--- src/ilcb_pkg.sv ---
package ilcb_pkg;
	// Register map, byte address on the APB side.
	localparam logic [7:0] ILCB_BUS_CONTROL_TWO_ADDR = 8'h00;
	localparam logic [7:0] ILCB_SCL_CONTROL_ADDR = 8'h04;
	// Field positions inside bus_control_two.
	localparam int ILCB_SDA_LEVEL_BIT = 5;
	localparam int ILCB_SDA_GUARD_BIT = 4;
	localparam int ILCB_SCL_MON_BIT = 3;
	localparam int ILCB_RSVD2_BIT = 2;
	localparam int ILCB_PART_RST_BIT = 1;
	localparam int ILCB_RSVD0_BIT = 0;
	// Reset values.
	localparam logic ILCB_SDA_LEVEL_RST = 1'h1;
	localparam logic ILCB_PART_RST_RST = 1'h0;
	localparam logic ILCB_SCL_REQ_RST = 1'h1;
	// Divider of the sample bus clock produced by the control logic.
	localparam logic [7:0] ILCB_SCL_HALF_PERIOD = 8'h31;

	// State of the bus control logic.
	typedef enum logic [1:0] {
		ILCB_IDLE = 2'b00,
		ILCB_RUN = 2'b01,
		ILCB_HELD = 2'b11
	} ilcb_state_type;

	// Two-signal view of one open-drain pin.
	typedef struct packed {
		logic out;
		logic oe;
	} ilcb_pin_type;

	// APB request from the master.
	typedef struct packed {
		logic psel;
		logic penable;
		logic pwrite;
		logic [7:0] paddr;
		logic [31:0] pwdata;
	} ilcb_apb_req_type;
endpackage : ilcb_pkg

--- src/ilcb_ctrl.sv ---
`timescale 1ns/1ps
`default_nettype none
// Bus control logic kept in reset by the part reset bit; it toggles SCL when enabled.
module ilcb_ctrl (
	input wire logic clk_i,
	input wire logic rst_n_i,
	input wire logic part_rst_i,
	input wire logic scl_run_i,
	output logic scl_level_o,
	output ilcb_pkg::ilcb_state_type state_o
);
	import ilcb_pkg::*;

	logic [7:0] count;
	logic scl_level;
	ilcb_state_type state;
	ilcb_state_type next_state;
	logic tick;

	// Next state, with the part reset taking priority.
	assign tick = (count == ILCB_SCL_HALF_PERIOD);
	always_comb begin
		next_state = state;
		unique case (state)
			ILCB_IDLE: if (scl_run_i) next_state = ILCB_RUN;
			ILCB_RUN: if (!scl_run_i) next_state = ILCB_IDLE;
			ILCB_HELD: next_state = ILCB_IDLE;
		endcase
		if (part_rst_i) next_state = ILCB_HELD;
	end

	// State, divider and SCL level; during part reset divider and SCL level hold their reset values and state goes to ILCB_HELD.
	always_ff @(posedge clk_i or negedge rst_n_i) begin
		if (!rst_n_i) begin
			state <= ILCB_IDLE;
			count <= 8'h00;
			scl_level <= ILCB_SCL_REQ_RST;
		end else begin
			state <= next_state;
			if (part_rst_i || state != ILCB_RUN) begin
				count <= 8'h00;
				scl_level <= ILCB_SCL_REQ_RST;
			end else begin
				count <= tick ? 8'h00 : count + 8'h01;
				if (tick) scl_level <= ~scl_level;
			end
		end
	end

	assign scl_level_o = scl_level;
	assign state_o = state;
endmodule : ilcb_ctrl
`default_nettype wire

--- src/ilcb_line_ctrl.sv ---
// Decided for this implementation: the APB register port and the address map.
`timescale 1ns/1ps
`default_nettype none
module ilcb_line_ctrl (
	input wire logic clk_i,
	input wire logic rst_n_i,
	input wire logic psel_i,
	input wire logic penable_i,
	input wire logic pwrite_i,
	input wire logic [7:0] paddr_i,
	input wire logic [31:0] pwdata_i,
	output logic [31:0] prdata_o,
	output logic pready_o,
	output logic pslverr_o,
	input wire logic sda_i,
	output logic sda_o,
	output logic sda_oe_o,
	input wire logic scl_i,
	output logic scl_o,
	output logic scl_oe_o
);
	import ilcb_pkg::*;

	logic sda_level;
	logic part_rst;
	logic scl_run;
	logic scl_level;
	logic [31:0] prdata;
	logic pslverr;
	ilcb_state_type ctrl_state;
	ilcb_pin_type sda_pin;
	ilcb_pin_type scl_pin;
	logic acc;
	logic wr_acc;
	logic rd_acc;
	logic hit_bc2;
	logic hit_scl;
	logic sda_wr_ok;
	logic [7:0] bc2_view;
	logic [31:0] next_prdata;

	// Access decode; the slave answers in the first access cycle, data latched in setup.
	assign acc = psel_i && penable_i;
	assign wr_acc = acc && pwrite_i;
	assign rd_acc = acc && !pwrite_i;
	assign hit_bc2 = (paddr_i == ILCB_BUS_CONTROL_TWO_ADDR);
	assign hit_scl = (paddr_i == ILCB_SCL_CONTROL_ADDR);
	assign sda_wr_ok = wr_acc && hit_bc2 && !pwdata_i[ILCB_SDA_GUARD_BIT];

	// Read view of bus_control_two; bits 7 and 6 are outside this block and read 0.
	always_comb begin
		bc2_view = 8'h00;
		bc2_view[ILCB_SDA_LEVEL_BIT] = sda_level;
		bc2_view[ILCB_SDA_GUARD_BIT] = 1'b1;
		bc2_view[ILCB_SCL_MON_BIT] = scl_level;
		bc2_view[ILCB_RSVD2_BIT] = 1'b1;
		bc2_view[ILCB_PART_RST_BIT] = part_rst;
		bc2_view[ILCB_RSVD0_BIT] = 1'b1;
	end

	// Read data selection.
	assign next_prdata = hit_bc2 ? {24'h000000, bc2_view} :
		hit_scl ? {31'h00000000, scl_run} : 32'h00000000;

	// Register writes; an unguarded write alone moves the SDA level.
	always_ff @(posedge clk_i or negedge rst_n_i) begin
		if (!rst_n_i) begin
			sda_level <= ILCB_SDA_LEVEL_RST;
			part_rst <= ILCB_PART_RST_RST;
			scl_run <= 1'b0;
		end else begin
			if (sda_wr_ok) sda_level <= pwdata_i[ILCB_SDA_LEVEL_BIT];
			if (wr_acc && hit_bc2) part_rst <= pwdata_i[ILCB_PART_RST_BIT];
			if (wr_acc && hit_scl) scl_run <= pwdata_i[0];
		end
	end

	// Bus answer registers, loaded in setup so they stand through the access phase.
	always_ff @(posedge clk_i or negedge rst_n_i) begin
		if (!rst_n_i) begin
			prdata <= 32'h00000000;
			pslverr <= 1'b0;
		end else if (psel_i && !penable_i) begin
			prdata <= pwrite_i ? 32'h00000000 : next_prdata;
			pslverr <= !(hit_bc2 || hit_scl);
		end else if (!acc) begin
			prdata <= 32'h00000000;
			pslverr <= 1'b0;
		end
	end

	// Control logic; registers above live outside its reset.
	ilcb_ctrl u_ctrl (
		.clk_i(clk_i),
		.rst_n_i(rst_n_i),
		.part_rst_i(part_rst),
		.scl_run_i(scl_run),
		.scl_level_o(scl_level),
		.state_o(ctrl_state)
	);

	// Pin drivers; open drain, enable high while pulling low.
	always_ff @(posedge clk_i or negedge rst_n_i) begin
		if (!rst_n_i) begin
			sda_pin <= '{out: 1'b0, oe: 1'b0};
			scl_pin <= '{out: 1'b0, oe: 1'b0};
		end else begin
			sda_pin <= '{out: 1'b0, oe: !next_sda_level()};
			scl_pin <= '{out: 1'b0, oe: !scl_level};
		end
	end

	// Level that the SDA register will hold after this edge.
	function automatic logic next_sda_level();
		return sda_wr_ok ? pwdata_i[ILCB_SDA_LEVEL_BIT] : sda_level;
	endfunction : next_sda_level

	// Ready is asserted in every access phase: zero wait states.
	assign pready_o = 1'b1;
	assign prdata_o = prdata;
	assign pslverr_o = pslverr;
	assign sda_o = sda_pin.out;
	assign sda_oe_o = sda_pin.oe;
	assign scl_o = scl_pin.out;
	assign scl_oe_o = scl_pin.oe;

	// Checks.
	chk_sda_drive_low: assert property (@(posedge clk_i) disable iff (!rst_n_i)
		sda_wr_ok && !pwdata_i[ILCB_SDA_LEVEL_BIT] |=> sda_oe_o && !sda_o)
		else $error("SDA not driven low after write of 0");
	chk_sda_release: assert property (@(posedge clk_i) disable iff (!rst_n_i)
		sda_wr_ok && pwdata_i[ILCB_SDA_LEVEL_BIT] |=> !sda_oe_o)
		else $error("SDA not released after write of 1");
	chk_guard_hold: assert property (@(posedge clk_i) disable iff (!rst_n_i)
		wr_acc && hit_bc2 && pwdata_i[ILCB_SDA_GUARD_BIT] |=> $stable(sda_level))
		else $error("Guarded write changed SDA level");
	chk_sda_readback: assert property (@(posedge clk_i) disable iff (!rst_n_i)
		rd_acc && hit_bc2 |-> prdata_o[ILCB_SDA_LEVEL_BIT] == !sda_oe_o)
		else $error("SDA level readback differs from pin drive");
	chk_fixed_ones: assert property (@(posedge clk_i) disable iff (!rst_n_i)
		rd_acc && hit_bc2 |-> prdata_o[ILCB_SDA_GUARD_BIT] && prdata_o[ILCB_RSVD2_BIT]
		&& prdata_o[ILCB_RSVD0_BIT])
		else $error("Fixed bits did not read 1");
	chk_scl_monitor: assert property (@(posedge clk_i) disable iff (!rst_n_i)
		rd_acc && hit_bc2 |-> prdata_o[ILCB_SCL_MON_BIT] == !scl_oe_o)
		else $error("SCL monitor differs from SCL output");
	chk_part_reset_held: assert property (@(posedge clk_i) disable iff (!rst_n_i)
		part_rst |=> ctrl_state == ILCB_HELD && scl_level)
		else $error("Control logic ran during part reset");
	chk_regs_kept: assert property (@(posedge clk_i) disable iff (!rst_n_i)
		part_rst && !sda_wr_ok && !(wr_acc && hit_scl) |=> $stable(sda_level)
		&& $stable(scl_run))
		else $error("Part reset disturbed register contents");
endmodule : ilcb_line_ctrl
`default_nettype wire

--- config.mk ---
export PLATFORM = sky130hd
export DESIGN_NAME = ilcb_line_ctrl
export DESIGN_NICKNAME = d
export VERILOG_FILES = /design/src/ilcb_pkg.sv /design/src/ilcb_ctrl.sv /design/src/ilcb_line_ctrl.sv
export SDC_FILE = /design/constraint.sdc
export NUM_CORES = 1
export LEC_CHECK = 0
export ABC_AREA = 1
export BUFFER_PORTS_ARGS = -buffer_cell sky130_fd_sc_hd__buf_4
export CORE_MARGIN = 2
export CORE_UTILIZATION = 36
export CTS_CLUSTER_DIAMETER = 40
export DETAILED_ROUTE_END_ITERATION = 8
export MAX_ROUTING_LAYER = met4
export PLACE_DENSITY = 0.75
export SYNTH_ARGS = -nofsm -noshare
export SYNTH_HDL_FRONTEND = slang
export SYNTH_HIERARCHICAL = 1
export SYNTH_SLANG_ARGS = --single-unit
--- constraint.sdc ---
create_clock -name clk_i -period 1.51 [get_ports clk_i]
set_input_delay 0.2265 -clock clk_i [delete_from_list [all_inputs] [get_ports clk_i]]
set_output_delay 0.2265 -clock clk_i [all_outputs]
set_load 0.02 [all_outputs]
== Yosys cells after proc, flatten, opt, wreduce, memory -nomap -nowiden ==
Index checks and enable logic that the tools add are counted.
Word-level totals
  bits in writable memories: 0
  memories: 0
  register bits after elaboration: 49
  memory bits (read-only): 0
  bits in latches: 0
  output and inout port bits: 38
Cells by class
  equal/unequal tests: 8
  add/subtract/negate cells: 1
  divide/modulo/power cells: 0
  reduce and logical (&&, ||, !) cells: 17
  mux-type cells: 16
  magnitude comparators: 0
  shifts and indexed selects: 0
  bitwise operators: 1
  $mul: 0
Operators with widths (number)
  two-way mux 32 bit: 2
  two-way mux 8 bit: 2
  two-way mux 6 bit: 2
  adder 8 x 1 -> 8 bit (second input constant): 1
  == test 8 x 3 -> 1 bit (second input constant): 1
  == test 8 x 6 -> 1 bit (second input constant): 1
  zero test 8 bit: 1
  logical AND 1 bit: 6
  two-way mux 1 bit: 6
  two-way mux 2 bit: 3
  inequality test 3 bit (second input constant): 2
  case mux 2 bit (3 select lines): 1
  zero test 1 bit: 5
  inequality test 2 x 1 -> 1 bit (second input constant): 2
  == test 2 x 1 -> 1 bit (second input constant): 1
  == test 2 bit (second input constant): 1
  zero test 2 bit: 1
  logical OR 1 bit: 2
  AND reduction 2 bit: 1
  nonzero test 2 bit: 1
  inverter 1 bit: 1

== Logic depth before layout (Yosys ltp) ==
  depth in word-level cells: 6
  gate-level depth with buffers: 8
  gate-level depth less buffers: 8

== Hierarchy ==
The synthesis kept the hierarchy.
Modules (own cells, without submodules)
  ilcb_line_ctrl: area an instance 773.2 um2, cells each 97, times used 1
  ilcb_ctrl: area an instance 555.5 um2, cells each 64, times used 1

== Worst setup path before layout ==
No wires, ideal clock.
  path kind: register to register
  from: reg u_ctrl.count[0]
  to: reg u_ctrl.count[4]
  data arrival time: 935 ps
  path slack: 455 ps
  cell stages (with the launch flop): 5
  period minus slack after synthesis: 1055 ps
  cell sequence: dfrtp_1 > ha_1 > nand3_1 > xor2_1 > nor2_1
Between the ends
  cells in the longest elaborated chain, start to end: 3
RTL lines
  start: declaration: RTL line ilcb_ctrl.sv:14  | logic [7:0] count;
  start signal: assignment: RTL line ilcb_ctrl.sv:44  | count <= tick ? 8'h00 : count + 8'h01;
  adder 8 x 1 -> 8 bit or == test 8 x 6 -> 1 bit (tied branches): RTL line ilcb_ctrl.sv:44, ilcb_ctrl.sv:21
  two-way mux 8 bit (*): RTL line ilcb_ctrl.sv:44
  two-way mux 8 bit (*): RTL line ilcb_ctrl.sv:40  | if (part_rst_i || state != ILCB_RUN) begin
Mark *: on every way between the ends. The rest lies on a longest branch, timed or not.
A chain may end at the register's enable or synchronous reset.

== Final worst setup path ==
  from: reg u_ctrl.count[1]
  to: reg u_ctrl.scl_level (netlist: u_ctrl/scl_level_o)
Between the ends
  cells in the longest elaborated chain, start to end: 2
RTL lines
  == test 8 x 6 -> 1 bit: RTL line ilcb_ctrl.sv:21  | assign tick = (count == ILCB_SCL_HALF_PERIOD);
  nonzero test 2 bit (no line)
  end signal: assignment: RTL line ilcb_ctrl.sv:45  | if (tick) scl_level <= ~scl_level;
  end: declaration: RTL line ilcb_ctrl.sv:15  | logic scl_level;
Every way passes these cells.

==> impl_results.md <==
* Cells after Synth at 161
* Detailed placement HPWL at 1650 um
* Number of synthesized flops with an enable pin at 0
* Initial Util at 0.368
* Slowest CP cell: dfrtp_1
* Clk_lat worst skew at 0.26 ns
* Fin. Hold Viols at 0
* Dpl ws at ~0.35 ns
* PortBufs at 25
* Initial antenna violation count at 0
* Worst setup margin at 0.335 ns
* Post-CTS Resized at 0
* Gr usage total at 0.113
* Crit path max fanout at 5
* Routed WL at 2060 um
* Final #Nets at 237
* Placed Area at 1450 um^2
* Number of synthesized register bits at 22
* Fraction of layout cells with a size suffix above 1 at 0.278
* Crit start category: flip-flop
* Final Core Density at 0.420
* Max Cap Viol at 0
* Setup TNS at 0 ns
* Std-Cell Rows at 22
* WS Path Type: reg2reg
* Library cells used by synthesis at 26
* Minimum clock period at 1.18 ns
* DIE WIDTH at 64.8 um
* Sequential share of the synthesized area at 0.416
* Core Box Area at 3610 um^2
* Top cell type's share of synthesized area at 0.377
* R2R Setup Slk at 0.33 ns
* GRT overflow at 0
* Worst-path clk slew at roughly 0.080 ns
* Syn. warnings at 6
* Crit-path max cell delay at 0.42 ns
* Crit path top cell by count: nand2_2
* First-pass GRT wire length at 3610 um
* Final antenna-violating net count at 0
* Pwr Density at 788 nW/um^2
* Routed vias/inst at 4.01
* Largest net degree at the start of global routing at 23
* Cell Area, Synth at roughly 1300 um^2
* Num CTS Buffers at 3
* Clock root cell: clkbuf_8
* Max Fclk at 851 MHz
* Status: finished, final reports clean
* Ports at 85
* Crit share post-route at 0.778
* Critical Path, Cell by Cell: inv_1 -> ha_1 -> nand2_1 -> nor2_1 -> nand2_1 -> nand2_2 -> nand2_2 -> nand2_2
* # fillers at around 370
* Fin. max-slew vios at 0
* Area leader, netlist: dfrtp_1
* CTS H-tree depth at 1
* Mean post-synth cell area at 8.25 um^2
* RSZ-0062 raised after global routing: false
* Leakage Power at 0.810 nW
* Die outline area at 4190 um^2
* Peak supply drop at 0.588 mV
* DR WL/cell at 8.77 um
* Multi-input logic area at 581 um^2
* Min-delay worst type: in2reg
* Postcts setup bufs at 0
* Initial DRC Count at 50
* Vias at 942
* Vias in the first global route at just under 900
* DRC at 0
* Layout Cell Area excl Fill at 1510 um^2
* Worst Setup End Kind: flip-flop
* First-pass DRT Iterations at 4
* Worst Skew at 0.00356 ns
* Register area at 553 um^2
* Synth top area cells: dfrtp_1 38%, buf_4 17%, nand2_1 9.3%
* Endpoints failing setup at 0
* Area growth syn-to-layout at 13.9%
* Maximum clock insertion buffer count at 2
* N_diodes at 0
* RePlAce Congestion at 0.807
* Worst path arrival time at 1.38 ns
* Worst EP required at ~1.7 ns
* Top_reg_cell synth: dfrtp_1
* CTS tree: done
* Clock Sinks at 22
* Synth async-reset ratio at 1.00
* Die Y-Extent at 64.8 um
-- cell type report --
| class | count | share of cell area |
|---|---|---|
| multi-input cells | 117 | 0.383 |
| well taps | 48 | 0.0397 |
| flip-flops and latches | 22 | 0.365 |
| clock buffers | 4 | 0.0364 |
| repair buffers | 26 | 0.131 |
| inverters | 18 | 0.0446 |
-- cell usage in the layout (no fill, tap or decap), types with 3 or more instances in the layout --
| cell type | instances |
|---|---|
| nand3_1 | 9 |
| nand2_1 | 33 |
| buf_4 | 25 |
| o21ai_0 | 3 |
| clkbuf_8 | 4 |
| nand2_2 | 5 |
| nor2_2 | 5 |
| dfrtp_1 | 20 |
| inv_1 | 16 |
| nor2_1 | 14 |
| conb_1 | 29 |
| a21oi_1 | 3 |
-- worst max-delay path, delay by kind of cell (launching register included) --
family                   cells  cell delay (ns)
flip-flops                   1             0.42
adder cells (fa/ha/maj)      1             0.16
buffers and inverters        1             0.07
AND/OR/NAND/NOR              6             0.48
-- power by group --
part           internal, mW  total, mW  switching (mW)
Combinational        0.0474      0.166           0.119
Clock                 0.232      0.420           0.187
Sequential            0.601      0.608         0.00680
-- synthesized netlist by cell type, types with 3 or more instances --
library cell,number
a21oi_1,3
buf_4,30
dfrtp_1,20
inv_1,16
nand2_1,33
nand2_2,5
nand3_1,9
nor2_1,14
nor2_2,5
o21ai_0,3
-- what timing repair did --
| action | 4_1_cts | 5_1_grt |
|---|---|---|
| hold buffers | 1 | 0 |
| hold endpoints to repair | 20 | 0 |
| endpoints found under the setup margin | 0 | 0 |
-- through the flow --
step / power (mW) / hold slack, ns / instances
finish: 1.19 / 0.196 / 235
global route: 1.26 / 0.214 / 235
CTS: 1.20 / 0.190 / 235
detailed placement: 0.785 / 0.130 / 230
global placement: 0.782 / 0.126 / 230
floorplan: 0.781 / -0.0691 / 188
-- path summary, 6_finish.rpt --
path / from / endpoint / cells after the start
min in group asynchronous: rst_n_i / u_ctrl/count[0] / 2
max: u_ctrl/count[1] / u_ctrl/scl_level_o / 8
max reg2reg: u_ctrl/count[1] / u_ctrl/scl_level_o / 8
min: pwdata_i[0] / scl_run / 3
max in group asynchronous: rst_n_i / async pin / 2
min reg2reg: flip-flop / flip-flop / 2
-- flip-flops by register name, summed over array words and instances, names as in the netlist, named ones only --
signal and flops:
scl_oe_o 1, prdata_o 5, u_ctrl/count 8, u_ctrl/scl_level_o 1, u_ctrl/state_o 2, sda_oe_o 1
scl_run 1, part_rst 1, pslverr_o 1
-- logic make-up (layout without fill, tap and decap cells) --
| kind of cell | after synthesis | after routing | synth area share |
|---|---|---|---|
| AOI/OAI and AO/OA | 8 | 8 | 0.0358 |
| xor gates and xnor gates | 2 | 2 | 0.0132 |
| adders and majority gates | 2 | 2 | 0.0188 |
| buffers and inverters | 49 | 48 | 0.223 |
| DFF | 22 | 22 | 0.416 |
| other | 2 | 29 | 0.00565 |
| and+or+nand+nor | 76 | 76 | 0.287 |
-- routing by layer --
metal	vias to the layer above	track usage	part of all wire
li1	486	-	-
met2	32	0.186	0.50
met4	0	0.0239	0.0048
met3	3	0.0417	0.064
met5	-	-	0
met1	421	0.132	0.43
Power figures use the tool's default switching activity.
